==> src/lvs_pkg.sv <==
/*
 * Package for the launch vehicle steering takeover block: register map,
 * field positions, reset values, timing constants and carrier types.
 * Assumes a 20 MHz hclk and a 32-bit AHB-Lite register bus.
 */
package lvs_pkg;

   // ==========================================================
   // Timing
   // ==========================================================
   localparam int unsigned CLK_HZ = 20_000_000;
   localparam int unsigned CYCLE_MS = 100;
   localparam int unsigned CYCLE_CLKS = CLK_HZ / 1000 * CYCLE_MS;

   // ==========================================================
   // Register byte offsets
   // ==========================================================
   localparam logic [7:0] OFS_CTRL = 8'h00;
   localparam logic [7:0] OFS_CONFIG = 8'h04;
   localparam logic [7:0] OFS_COMMAND = 8'h08;
   localparam logic [7:0] OFS_SCALE = 8'h0C;
   localparam logic [7:0] OFS_POLY0 = 8'h10;
   localparam logic [7:0] OFS_POLY1 = 8'h14;
   localparam logic [7:0] OFS_POLY2 = 8'h18;
   localparam logic [7:0] OFS_MEAS_P = 8'h1C;
   localparam logic [7:0] OFS_MEAS_Y = 8'h20;
   localparam logic [7:0] OFS_MEAS_R = 8'h24;
   localparam logic [7:0] OFS_MGIMBAL = 8'h28;
   localparam logic [7:0] OFS_RATE_P = 8'h2C;
   localparam logic [7:0] OFS_RATE_Y = 8'h30;
   localparam logic [7:0] OFS_RATE_R = 8'h34;
   localparam logic [7:0] OFS_STATUS = 8'h38;
   localparam logic [7:0] OFS_ECNT_PY = 8'h3C;
   localparam logic [7:0] OFS_ECNT_R = 8'h40;

   // ==========================================================
   // Field positions
   // ==========================================================
   localparam int CTRL_ASCENT = 0;
   localparam int CTRL_UPPER = 1;
   localparam int CTRL_NAV = 2;
   localparam int CMD_EXEC = 0;
   localparam int CMD_ENG_OFF = 1;
   localparam int CMD_PROG_SEL = 2;
   localparam int CMD_RESTART = 3;

   // ==========================================================
   // Values
   // ==========================================================
   localparam logic [2:0] CFG_STICK = 3'h3;
   localparam logic [2:0] CFG_OFF = 3'h0;
   localparam int SCALE_FRAC = 4;                  // Scale factor is Q4.4
   localparam logic [7:0] SCALE_MAX = 8'h40;       // 4.0
   localparam logic [7:0] SCALE_RST = 8'h10;       // 1.0
   localparam int POLY1_SHIFT = 8;
   localparam int POLY2_SHIFT = 16;
   // Angle LSB is 360/65536 deg; 85 deg in those units
   localparam logic [15:0] GIMBAL_LIM = 16'h3C71;
   localparam logic [15:0] RATE_RST = 16'h0100;

   // ==========================================================
   // Types
   // ==========================================================
   typedef struct packed {
      logic [15:0] p;
      logic [15:0] y;
      logic [15:0] r;
   } lvs_ax3_s;

   typedef struct packed {
      logic p_pos;
      logic p_neg;
      logic y_pos;
      logic y_neg;
      logic r_pos;
      logic r_neg;
   } lvs_hc_s;

   typedef enum logic [1:0] {
      RS_IDLE = 2'b00,
      RS_CLEAR = 2'b01,
      RS_RELAY_ON = 2'b10
   } lvs_rs_e;

endpackage : lvs_pkg

==> src/lvs_takeover.sv <==
/*
 * Steering takeover block: automatic and manual steering commands to the
 * launch vehicle autopilot via the error counters, restart sequencing,
 * coarse-align bypass and engine-off output, with an AHB-Lite slave.
 * Assumes a single hclk domain; panel and hand controller pins are async.
 */
// Decided for this implementation: register access over AHB-Lite and the register offsets.
`timescale 1ns/1ps

module lvs_takeover #(
   parameter int unsigned TICK_CYCLES = lvs_pkg::CYCLE_CLKS
) (
   // Clock and reset
   input wire logic hclk,
   input wire logic hresetn,
   // AHB-Lite slave
   input wire logic hsel,
   input wire logic [31:0] haddr,
   input wire logic [1:0] htrans,
   input wire logic hwrite,
   input wire logic [2:0] hsize,
   input wire logic [31:0] hwdata,
   input wire logic hready,
   output logic hreadyout,
   output logic hresp,
   output logic [31:0] hrdata,
   // Panel switch and hand controller pins
   input wire logic vehicle_guidance_switch,
   input wire lvs_pkg::lvs_hc_s rotational_hand_controller,
   // Autopilot side
   output lvs_pkg::lvs_ax3_s error_counter,
   output logic error_counter_load,
   output logic takeover_relay,
   output logic engine_off,
   output logic coarse_align_bypass
);
   import lvs_pkg::*;

   // ==========================================================
   // Parameter check
   // ==========================================================
   if (TICK_CYCLES < 2) begin : g_bad_tick
      $error("TICK_CYCLES must be at least 2");
   end

   localparam logic [31:0] TICK_LAST = 32'(TICK_CYCLES - 1);

   // ==========================================================
   // State
   // ==========================================================
   typedef struct packed {
      logic hreadyout;
      logic hresp;
      logic [31:0] hrdata;
      logic wr_pend;
      logic wr_map;
      logic [7:0] wr_addr;
      logic ascent;
      logic upper;
      logic nav;
      logic [2:0] cfg;
      logic [7:0] scale;
      logic [15:0] poly0;
      logic [15:0] poly1;
      logic [15:0] poly2;
      lvs_ax3_s meas;
      logic [15:0] mgimbal;
      lvs_ax3_s rate;
      logic sw_s1;
      logic sw_s2;
      lvs_hc_s hc_s1;
      lvs_hc_s hc_s2;
      logic manual;
      logic auto_q;
      lvs_ax3_s bias;
      logic [15:0] t;
      logic [31:0] tick_cnt;
      logic tick;
      lvs_rs_e rs;
      logic relay;
      lvs_ax3_s ecnt;
      logic ec_load;
      logic engine_off;
      logic bypass;
   } lvs_state_s;

   lvs_state_s s_r;
   lvs_state_s s_nxt;

   // ==========================================================
   // Functions
   // ==========================================================
   // Saturate a wide signed value into 16 bits
   function automatic logic [15:0] sat16(input logic signed [24:0] v);
      if (v > 25'sd32767) begin
         return 16'h7FFF;
      end else if (v < -25'sd32768) begin
         return 16'h8000;
      end else begin
         return v[15:0];
      end
   endfunction : sat16

   // Scaled automatic command for one axis
   function automatic logic [15:0] steer(input logic [15:0] err, input logic [15:0] bias,
                                         input logic [7:0] sf);
      logic [15:0] d;
      logic signed [24:0] prod;
      d = err - bias;
      prod = $signed(d) * $signed({1'b0, sf});
      return sat16(prod >>> SCALE_FRAC);
   endfunction : steer

   // Manual rate for one axis, sign opposite to the stick
   function automatic logic [15:0] stick(input logic pos, input logic neg,
                                         input logic [15:0] rate);
      if (pos && !neg) begin
         return 16'h0000 - rate;
      end else if (neg && !pos) begin
         return rate;
      end else begin
         return 16'h0000;
      end
   endfunction : stick

   // Magnitude of a signed angle
   function automatic logic [15:0] mag16(input logic [15:0] a);
      return a[15] ? 16'h0000 - a : a;
   endfunction : mag16

   // ==========================================================
   // Next-state logic
   // ==========================================================
   logic auto_act;
   logic cmd_exec;
   logic cmd_eoff;
   logic cmd_prog;
   logic cmd_restart;
   logic [31:0] rdv;
   logic [7:0] rd_addr;
   logic [15:0] pitch_des;
   logic signed [32:0] p1;
   logic [31:0] tt;
   logic signed [48:0] p2;
   logic signed [49:0] psum;
   lvs_ax3_s err;

   always_comb begin
      auto_act = 1'b0;
      cmd_exec = 1'b0;
      cmd_eoff = 1'b0;
      cmd_prog = 1'b0;
      cmd_restart = 1'b0;
      rdv = 32'h0000_0000;
      rd_addr = haddr[7:0];
      s_nxt = s_r;
      s_nxt.ec_load = 1'b0;
      s_nxt.tick = 1'b0;
      s_nxt.hreadyout = 1'b1;
      s_nxt.hresp = 1'b0;

      // Two-stage synchronisers for panel pins
      s_nxt.sw_s1 = vehicle_guidance_switch;
      s_nxt.sw_s2 = s_r.sw_s1;
      s_nxt.hc_s1 = rotational_hand_controller;
      s_nxt.hc_s2 = s_r.hc_s1;

      // Periodic cycle pulse
      if (s_r.tick_cnt >= TICK_LAST) begin
         s_nxt.tick_cnt = 32'h0000_0000;
         s_nxt.tick = 1'b1;
      end else begin
         s_nxt.tick_cnt = s_r.tick_cnt + 32'h0000_0001;
      end

      // Data phase of a write
      s_nxt.wr_pend = 1'b0;
      if (s_r.wr_pend && s_r.wr_map) begin
         case (s_r.wr_addr)
            OFS_CTRL: begin
               s_nxt.ascent = hwdata[CTRL_ASCENT];
               s_nxt.upper = hwdata[CTRL_UPPER];
               s_nxt.nav = hwdata[CTRL_NAV];
            end
            OFS_CONFIG: s_nxt.cfg = hwdata[2:0];
            OFS_COMMAND: begin
               cmd_exec = hwdata[CMD_EXEC];
               cmd_eoff = hwdata[CMD_ENG_OFF];
               cmd_prog = hwdata[CMD_PROG_SEL];
               cmd_restart = hwdata[CMD_RESTART];
            end
            OFS_SCALE: begin
               s_nxt.scale = (hwdata[7:0] > SCALE_MAX) ? SCALE_MAX : hwdata[7:0];
            end
            OFS_POLY0: s_nxt.poly0 = hwdata[15:0];
            OFS_POLY1: s_nxt.poly1 = hwdata[15:0];
            OFS_POLY2: s_nxt.poly2 = hwdata[15:0];
            OFS_MEAS_P: s_nxt.meas.p = hwdata[15:0];
            OFS_MEAS_Y: s_nxt.meas.y = hwdata[15:0];
            OFS_MEAS_R: s_nxt.meas.r = hwdata[15:0];
            OFS_MGIMBAL: s_nxt.mgimbal = hwdata[15:0];
            OFS_RATE_P: s_nxt.rate.p = hwdata[15:0];
            OFS_RATE_Y: s_nxt.rate.y = hwdata[15:0];
            OFS_RATE_R: s_nxt.rate.r = hwdata[15:0];
            default: begin
            end
         endcase
      end

      // Address phase: latch writes, answer reads
      if (hsel && hready && htrans[1]) begin
         s_nxt.wr_pend = hwrite;
         s_nxt.wr_map = (haddr[31:8] == 24'h000000);
         s_nxt.wr_addr = haddr[7:0];
         if (!hwrite) begin
            case (rd_addr)
               OFS_CTRL: rdv = {29'h0, s_r.nav, s_r.upper, s_r.ascent};
               OFS_CONFIG: rdv = {29'h0, s_r.cfg};
               OFS_SCALE: rdv = {24'h0, s_r.scale};
               OFS_POLY0: rdv = {16'h0, s_r.poly0};
               OFS_POLY1: rdv = {16'h0, s_r.poly1};
               OFS_POLY2: rdv = {16'h0, s_r.poly2};
               OFS_MEAS_P: rdv = {16'h0, s_r.meas.p};
               OFS_MEAS_Y: rdv = {16'h0, s_r.meas.y};
               OFS_MEAS_R: rdv = {16'h0, s_r.meas.r};
               OFS_MGIMBAL: rdv = {16'h0, s_r.mgimbal};
               OFS_RATE_P: rdv = {16'h0, s_r.rate.p};
               OFS_RATE_Y: rdv = {16'h0, s_r.rate.y};
               OFS_RATE_R: rdv = {16'h0, s_r.rate.r};
               OFS_STATUS: begin
                  rdv = {25'h0, (s_r.rs != RS_IDLE), s_r.sw_s2, s_r.bypass,
                         s_r.engine_off, s_r.relay, s_r.manual, s_r.auto_q};
               end
               OFS_ECNT_PY: rdv = {s_r.ecnt.y, s_r.ecnt.p};
               OFS_ECNT_R: rdv = {16'h0, s_r.ecnt.r};
               default: rdv = 32'h0000_0000;
            endcase
            if (haddr[31:8] != 24'h000000) begin
               rdv = 32'h0000_0000;
            end
            s_nxt.hrdata = rdv;
         end
      end

      // Engine-off output; a set in the same write beats the clear
      if (cmd_prog) begin
         s_nxt.engine_off = 1'b0;
      end
      if (cmd_eoff) begin
         s_nxt.engine_off = 1'b1;
      end

      // Manual enable command
      if (cmd_exec) begin
         if (s_r.cfg == CFG_STICK) begin
            s_nxt.manual = 1'b1;
         end else if (s_r.cfg == CFG_OFF) begin
            s_nxt.manual = 1'b0;
         end
      end

      // Automatic mode qualifies on ascent, switch and no manual
      auto_act = s_r.ascent && s_r.sw_s2 && !s_r.manual;
      s_nxt.auto_q = auto_act;

      // Flight time; frozen in upper stage for attitude hold
      if (!s_r.ascent || cmd_prog) begin
         s_nxt.t = 16'h0000;
      end else if (s_r.tick && !s_r.upper && s_r.t != 16'hFFFF) begin
         s_nxt.t = s_r.t + 16'h0001;
      end

      // Pitch polynomial, desired yaw and roll held at zero
      p1 = $signed(s_r.poly1) * $signed({1'b0, s_r.t});
      tt = s_r.t * s_r.t;
      p2 = $signed(s_r.poly2) * $signed({1'b0, tt});
      psum = 50'($signed(s_r.poly0)) + 50'(p1 >>> POLY1_SHIFT) + 50'(p2 >>> POLY2_SHIFT);
      pitch_des = psum[15:0];

      // Raw attitude error per axis
      err.p = pitch_des - s_r.meas.p;
      err.y = 16'h0000 - s_r.meas.y;
      err.r = 16'h0000 - s_r.meas.r;

      // Bias capture on each entry to automatic takeover
      if (auto_act && !s_r.auto_q) begin
         s_nxt.bias = err;
      end

      // Coarse-align bypass near gimbal lock
      s_nxt.bypass = (mag16(s_r.mgimbal) > GIMBAL_LIM) && (s_r.cfg == CFG_STICK)
                     && s_r.nav;

      // Restart sequence and normal steering
      case (s_r.rs)
         RS_IDLE: begin
            if (cmd_restart && (auto_act || s_r.manual)) begin
               s_nxt.relay = 1'b0;
               s_nxt.rs = RS_CLEAR;
            end else begin
               s_nxt.relay = auto_act || s_r.manual;
               if (s_r.manual && s_r.tick) begin
                  // Manual cycle from sampled stick bits
                  s_nxt.ecnt.p = stick(s_r.hc_s2.p_pos, s_r.hc_s2.p_neg, s_r.rate.p);
                  s_nxt.ecnt.y = stick(s_r.hc_s2.y_pos, s_r.hc_s2.y_neg, s_r.rate.y);
                  s_nxt.ecnt.r = stick(s_r.hc_s2.r_pos, s_r.hc_s2.r_neg, s_r.rate.r);
                  s_nxt.ec_load = 1'b1;
               end else if (auto_act && s_r.auto_q && s_r.tick) begin
                  // Automatic steering cycle
                  s_nxt.ecnt.p = steer(err.p, s_r.bias.p, s_r.scale);
                  s_nxt.ecnt.y = steer(err.y, s_r.bias.y, s_r.scale);
                  s_nxt.ecnt.r = steer(err.r, s_r.bias.r, s_r.scale);
                  s_nxt.ec_load = 1'b1;
               end else if (!auto_act && !s_r.manual && s_r.relay) begin
                  // Leaving the loop drops the commands
                  s_nxt.ecnt = '0;
                  s_nxt.ec_load = 1'b1;
               end
            end
         end
         RS_CLEAR: begin
            s_nxt.ecnt = '0;
            s_nxt.ec_load = 1'b1;
            if (auto_act) begin
               s_nxt.bias = err;
            end
            s_nxt.rs = RS_RELAY_ON;
         end
         RS_RELAY_ON: begin
            s_nxt.relay = auto_act || s_r.manual;
            s_nxt.rs = RS_IDLE;
         end
         default: begin
            s_nxt.rs = RS_IDLE;
         end
      endcase
   end

   // ==========================================================
   // State register
   // ==========================================================
   always_ff @(posedge hclk or negedge hresetn) begin
      if (!hresetn) begin
         s_r <= '0;
         s_r.hreadyout <= 1'b1;
         s_r.scale <= SCALE_RST;
         s_r.rate <= {RATE_RST, RATE_RST, RATE_RST};
         s_r.rs <= RS_IDLE;
      end else begin
         s_r <= s_nxt;
      end
   end

   // ==========================================================
   // Outputs
   // ==========================================================
   assign hreadyout = s_r.hreadyout;
   assign hresp = s_r.hresp;
   assign hrdata = s_r.hrdata;
   assign error_counter = s_r.ecnt;
   assign error_counter_load = s_r.ec_load;
   assign takeover_relay = s_r.relay;
   assign engine_off = s_r.engine_off;
   assign coarse_align_bypass = s_r.bypass;

endmodule : lvs_takeover

==> config.mk <==
export PLATFORM = sky130hd
export DESIGN_NAME = lvs_takeover
export DESIGN_NICKNAME = d
export VERILOG_FILES = /design/src/lvs_pkg.sv /design/src/lvs_takeover.sv
export SDC_FILE = /design/constraint.sdc
export NUM_CORES = 2
export LEC_CHECK = 0
export BUFFER_PORTS_ARGS = -buffer_cell sky130_fd_sc_hd__buf_2
export CAP_MARGIN = 20
export CORE_MARGIN = 2
export CORE_UTILIZATION = 55
export CTS_CLUSTER_SIZE = 30
export DETAILED_ROUTE_END_ITERATION = 7
export GPL_TIMING_DRIVEN = 1
export PLACE_DENSITY = 0.74
export SLEW_MARGIN = 20
export SYNTH_ARGS = -nofsm -noshare
export SYNTH_HDL_FRONTEND = slang
export SYNTH_SLANG_ARGS = --single-unit
==> constraint.sdc <==
create_clock -name hclk -period 19.4 [get_ports hclk]
set_input_delay 1.94 -clock hclk [delete_from_list [all_inputs] [get_ports hclk]]
set_output_delay 1.94 -clock hclk [all_outputs]
set_load 0.01 [all_outputs]
---- After elaboration in Yosys (flattened, before gate mapping) ----
Index checks and enable logic that the tools add are counted.
operators by class
  reductions and logical operators ........ 63
  add/subtract/negate cells ............... 14
  multipliers ............................. 6
  equality and inequality tests ........... 35
  bitwise operators ....................... 1
  multiplexer cells ....................... 45
  $lt $le $gt $ge ......................... 9
operators by type and width
  kind                     count
  $pmux W32 S16            1
  $mux W16                 15
  $mux W49                 4
  $mux W48                 3
  $eq A8 B6 Y1 const B     14
  $pmux W49 S2             1
  $sub A1 B16 Y16 const A  6
  $mul A16 B9 Y25          3
  $eq A8 B5 Y1 const B     8
  $mux W32                 2
  $sub A16 B16 Y16         4
  $gt A21 B16 Y1 const B   3
  $lt A21 B16 Y1 const B   3
  $mul A16 B33 Y32         1
  $add A16 B16 Y16         2
  $add A32 B1 Y32 const B  1
  $ge A32 B21 Y1 const B   1
  $mul A16 B16 Y32         1
  $reduce_and A2 Y1        15
  $eq A8 B4 Y1 const B     3
  $logic_not A24 Y1        1
  $mul A16 B17 Y24         1
  $reduce_bool A24 Y1      1
  $logic_and A1 B1 Y1      22
  25 further kinds         57
word-level totals
  output and inout bits ................... 86
  word-level logic and storage cells ...... 222
  bits in registers ....................... 383

---- Logic depth before layout (Yosys ltp) ----
  depth in word-level cells ............... 13
  gate-level depth with buffers ........... 89
  mapped depth without buffers ............ 85

---- Least setup slack after synthesis ----
Ideal clock, no wire load.
  path type ............................... reg2reg
  start ................................... register s_r[92] in the netlist's numbering
  end ..................................... register s_r, in the netlist error_counter[32]
  required time ........................... 19313 ps
  setup time .............................. 87 ps
  stages on the path, launching flop included .. 80
  slack ................................... -153 ps
  path buffers ............................ 5
  arrival ................................. 19466 ps
  period minus slack after synthesis ...... 19553 ps
  cells stage by stage .................... dfrtp_1 clkbuf_1 clkbuf_1 and2_1 fa_1 inv_1 fa_1 inv_1 ha_1 fa_1 fa_1 inv_1 fa_1 inv_1 ha_1 a2111oi_0 o21ai_1 a31o_2 [... 44 more ...] fa_1 inv_1 fa_1 inv_1 ha_1 a21oi_1 o21bai_1 a21oi_1 o21ai_0 or3_1 a31oi_1 o21bai_1 a21oi_1 xor2_1 o32ai_1 clkbuf_1 nand3_1 o211ai_1
on the way
  cells in the longest elaborated chain, start to end .. 13
  elaborated cells on any way between the ends .. 16
  classes of those cells .................. 4 x add/sub; 4 x mul; 2 x order compare; 6 x mux
ends and longest elaborated chain
  item                                                         line                                      RTL
  start, declared                                              lvs_takeover.sv:87                        lvs_state_s s_r;
  start signal, assigned                                       lvs_takeover.sv:350                       s_r <= s_nxt;
  $mul A16 B16 Y32 / $mul A16 B17 Y24 (equally long branches)  lvs_takeover.sv:275, lvs_takeover.sv:274
  $mul A16 B33 Y32 / $add A16 B16 Y16 (equally long branches)  lvs_takeover.sv:276, lvs_takeover.sv:277
  $add A16 B16 Y16 *                                           lvs_takeover.sv:277                       psum = 50'($signed(s_r.poly0)) + 50'(p1 >>> POLY1_SHIFT) + 50'(p2 >>> POLY2_SHIFT);
  $sub A16 B16 Y16 *                                           lvs_takeover.sv:281                       err.p = pitch_des - s_r.meas.p;
  $sub A16 B16 Y16 *                                           lvs_takeover.sv:109                       d = err - bias;
  $mul A16 B9 Y25 *                                            lvs_takeover.sv:110                       prod = $signed(d) * $signed({1'b0, sf});
  $lt A21 B16 Y1                                               lvs_takeover.sv:97                        end else if (v < -25'sd32768) begin
  $mux W16                                                     lvs_takeover.sv:97
  $mux W16 *                                                   lvs_takeover.sv:95                        if (v > 25'sd32767) begin
  $mux W49 *                                                   lvs_takeover.sv:308                       end else if (auto_act && s_r.auto_q && s_r.tick) begin
  $mux W49 *                                                   lvs_takeover.sv:302                       if (s_r.manual && s_r.tick) begin
  $mux W49 *                                                   lvs_takeover.sv:297                       if (cmd_restart && (auto_act || s_r.manual)) begin
  $pmux W49 S2 *                                               lvs_takeover.sv:295                       case (s_r.rs)
Mark *: on every way between the ends. The rest lies on a longest branch, timed or not. The select of a mux whose other input is x is not followed.
A chain may end at the register's enable or synchronous reset.

---- Final worst setup path ----
  start ................................... register s_r[90] in the netlist's numbering
  end ..................................... register s_r, in the netlist error_counter[32]
The elaborated chain is that of the path after synthesis.

==> results by group <==
Die
  – Number of top-level design ports: 167
  – Horiz. Die Dim: 337.5 um
  – Overall die height: 337.5 um
  – Number of standard-cell rows in the floorplan: 122
  – Area of the die: 0.1139 mm^2
  – Initial standard-cell utilization of the core: 55.37%
  – Core region area: 0.1105 mm^2

Critical path
  – CP Launch Point: s_r[90]
  – Critical path required time: 19.93 ns
  – Critical path peak fanout: 7
  – Category of the worst setup path launch point: flop
  – Capture instance of the worst register-to-register path: error_counter[32]
  – Data arrival at the endpoint of the critical path: 19.96 ns
  – Endpoint class of the critical path: flop
  – Reg-to-Reg Start: s_r[90]
  – Register-to-register setup slack: -0.03 ns
  – Biggest cell delay along the critical path: 0.60 ns
  – Count of buffering cells on the critical path with inverters included: 18
  – Worst reg2reg path depth: 80
  – Capturing instance or port of the critical path: error_counter[32]
  – Most common cell on crit path: fa_1
  – Number of stages on the worst setup path: 80
  – Family of cells with the greatest summed delay on the critical path: adder cells
  – Setup Crit Path Kind: flop to flop
  – Master of the slowest instance on the critical path: fa_2

Power
  – Largest vdd supply drop: 0.0009432 V
  – Switching power as a share of total power: 47.73%
  – Part of the total power dissipated in the clock network: 7.8%
  – Combinational Power Share: 84.8%
  – Sequential cell fraction of total power: 7.4%
  – Standby leakage power: 33.05 nW
  – Switching power: 5.501 mW
  – Internal power: 6.023 mW
  – Power per cell area: 170.2 mW/mm^2

CTS
  – # clock sinks: 383
  – Clock edge transition at the registers on the reported setup and hold paths: 0.06 ns
  – Clock tree from TritonCTS: built
  – Worst skew pair latency: 0.63 ns
  – Root Buffer Master: clkbuf_16
  – Number of H-tree levels: 2
  – Maximum buffer depth of the clock tree: 3
  – Total CTS buffers: 46

Synthesis
  – Sequential share of the synthesized area: 15.67%
  – Number of flops mapped to enable cells by yosys: 0
  – Count of synthesis-stage warnings from yosys: 0
  – Top_reg_cell synth: dfrtp_1
  – Number of instances in the synthesized netlist: 6650
  – Number of flip-flops and latches in the synthesized netlist: 383
  – Cell area after technology mapping: 0.06119 mm^2
  – Post-synth ARST share: 100.0%
  – Average cell area after synthesis: 9.201 um^2
  – Count of unique library cells instantiated by Yosys: 79

STA
  – Worst-case setup margin in the final layout: -0.02862 ns
  – Total setup violations reported at the end of the flow: 3
  – Slew at the pin closest to its max-slew limit: 1.096 ns
  – Number of max-slew violations in the final report: 0
  – Fin Setup TNS: -0.06242 ns
  – Final hold vios: 0
  – Final min period: 19.43 ns
  – Worst setup skew after layout: 0.03405 ns
  – Maximum clock rate: 51.47 MHz
  – Tightest hold margin: 0.3456 ns
  – Setup repair after global routing missed its margin: true
  – Period utilization: 100.1%
  – Relative slew margins: 26.71%

GRT
  – GR Util All Layers: 31.60%
  – Vias in the first global route: 51160
  – Antenna violations before repair: 12
  – Met3 Use GR: 6.866%
  – Layer carrying the most global-route usage: met2
  – GR Layer Usage met1: 38.95%
  – Total global routing overflow: 0
  – Largest net degree at the start of global routing: 169
  – Met2 Resource Use GR: 51.71%
  – Global-route wire length before repair: 279.1 mm

Min path
  – Worst hold-check path type: flop to flop

Route
  – Post-detailed-route via-to-cell ratio: 5.723
  – Violation count after the first detailed-routing iteration: 3686
  – Wire length after detailed routing: 175.0 mm
  – DRT Pass-1 Iters: 6
  – Remaining design rule violation count: 0
  – Wirelength per Cell: 20.82 um
  – Antenna viol nets, final: 0
  – Vias after detailed routing: 48110

Cells and area
  – Nets: 8392
  – Layout cells sized above 1: 14.72%
  – Fillers: 9201
  – Synth-to-Final Area Change: 10.66%

Placed design
  – Count of input and output buffers: 144
  – HPWL after detailed placement: 135.4 mm
  – GPL Wtd Cong: 0.9723

Flow run
  – Count of maximum capacitance violations: 0

Status
  – Violated checks: negative setup slack
  – Run status: complete, but fails checks
-- layer usage --
layer / vias to the layer above / routed length (um)
met5: - / 41
met4: 6 / 11860
met3: 567 / 15590
met1: 24320 / 65640
met2: 1990 / 81880
li1: 21220 / -
-- repair_timing --
| item | in CTS | in global routing |
|---|---|---|
| endpoints found under the hold margin | 0 | 0 |
| buffers inserted | 5 | 20 |
| cloned | 1 | 1 |
| gates resized for setup | 37 | 158 |
| pin swaps | 29 | 111 |
| hold buffers | 0 | 0 |
| endpoints found under the setup margin | 16 | 16 |
-- stage by stage --
stage                     setup slack (ns)  util [%]  instance area, um^2  total power [mW]  cells
final                             -0.02862     61.27                67710             11.52   8405
after global routing               -0.6454     61.26                67700             12.59   8400
after CTS                          0.03241     60.48                66840             10.69   8378
after detailed placement            -1.056     58.87                65060             9.463   8290
after global placement             -0.7164     58.85                65040             9.212   8289
after floorplan                    0.02953         -                61240             6.483   6661
-- worst min path at each step --
stage | cells past startpoint | end | slack, ns | start
after floorplan | 0 | s_r[153] | 0.33 | s_nxt[153]
after global placement | 0 | s_r[155] | 0.33 | s_nxt[155]
after detailed placement | 0 | s_r[154] | 0.34 | s_nxt[154]
after CTS | 0 | s_r[156] | 0.35 | s_nxt[156]
after global routing | 0 | s_r[155] | 0.36 | s_nxt[155]
final | 0 | s_r[154] | 0.35 | s_nxt[154]
-- flip-flops by register name, summed over array words and instances, names as in the netlist --
name                 cells
hrdata                  32
engine_off               1
s_r                    292
error_counter_load       1
coarse_align_bypass      1
s_nxt                    7
error_counter           48
takeover_relay           1
-- power by group through the flow --
stage / Sequential [mW] / Combinational (mW) / Clock [mW]
6_report: 0.856 / 9.77 / 0.897
5_1_grt: 0.857 / 10.8 / 0.936
4_1_cts: 0.853 / 8.93 / 0.905
3_5_place_dp: 0.868 / 8.59 / 0
3_3_place_gp: 0.867 / 8.35 / 0
2_1_floorplan: 0.846 / 5.64 / 0
-- worst register-to-register path, delay by kind of cell (launching register included) --
| family | cells | cell delay (ns) |
|---|---|---|
| AO/OA/AOI/OAI | 21 | 4.54 |
| buffers and inverters | 18 | 1.64 |
| flip-flops | 1 | 0.44 |
| XOR/XNOR | 10 | 2.26 |
| AND/OR/NAND/NOR | 10 | 1.38 |
| adder cells (fa/ha/maj) | 21 | 9.12 |
-- synthesized netlist by cell type, drive strengths merged (28+ instances only) --
library cell | count | area share [%]
nand2b | 55 | 0.56
xor2 | 99 | 1.4
or3 | 28 | 0.29
a221oi | 83 | 1.2
dfrtp | 379 | 15
nor2b | 50 | 0.51
o21ai | 120 | 0.98
a22o | 64 | 0.92
a21o | 65 | 0.80
nor3 | 51 | 0.42
and2 | 540 | 5.5
a31oi | 29 | 0.30
inv | 1319 | 8.1
clkbuf | 276 | 1.7
a22oi | 30 | 0.37
o21bai | 30 | 0.37
nor2 | 226 | 1.4
o31ai | 29 | 0.36
nand3 | 83 | 0.68
a21oi | 152 | 1.2
nand2 | 681 | 4.2
nor4 | 28 | 0.29
xnor2 | 205 | 3.0
fa | 959 | 31
buf | 103 | 1.1
ha | 477 | 9.8
mux2 | 213 | 3.9
-- area by class of cell --
cell class | count | area (um^2) | area share (%)
antenna | 8 | 20.02 | 0.02957
clock buffer | 56 | 1249 | 1.844
clock inverter | 26 | 305.3 | 0.4509
inverter | 1319 | 4951 | 7.312
multi-input combinational | 4580 | 45800 | 67.64
sequential | 383 | 9594 | 14.17
tap | 1488 | 1862 | 2.750
timing repair buffer | 545 | 3930 | 5.804
-- logic make-up after synthesis --
logic type,Yosys count,share of synthesized area [%]
adder cells (fa/ha/maj),1436,41.13
flip-flops,383,15.67
AO/OA/AOI/OAI,756,8.662
multiplexers,224,4.100
XOR/XNOR,308,4.523
AND/OR/NAND/NOR,1843,14.98
buffers and inverters,1698,10.93
other,2,0.01227
-- layout by cell type, fill, tap and decap left out, types with 28 or more instances in the layout --
| master | netlist | final |
|---|---|---|
| buf_2 | 0 | 144 |
| xnor2_1 | 203 | 193 |
| inv_1 | 1319 | 1306 |
| a22oi_1 | 30 | 30 |
| fa_1 | 959 | 949 |
| nand2b_1 | 55 | 54 |
| nand3_1 | 83 | 79 |
| a21oi_1 | 152 | 131 |
| nor2_1 | 226 | 218 |
| clkbuf_16 | 0 | 46 |
| o21ai_0 | 118 | 108 |
| buf_4 | 83 | 370 |
| and2_1 | 538 | 524 |
| ha_1 | 477 | 457 |
| a22o_1 | 64 | 64 |
| or3_1 | 28 | 28 |
| a221oi_1 | 83 | 76 |
| mux2_2 | 213 | 213 |
| nor2b_1 | 50 | 46 |
| dfrtp_1 | 379 | 375 |
| xor2_1 | 99 | 95 |
| nor3_1 | 51 | 45 |
| o21bai_1 | 30 | 30 |
| a21o_1 | 65 | 65 |
| nand2_1 | 681 | 675 |
No activity file was read; power rests on OpenSTA's default activity.
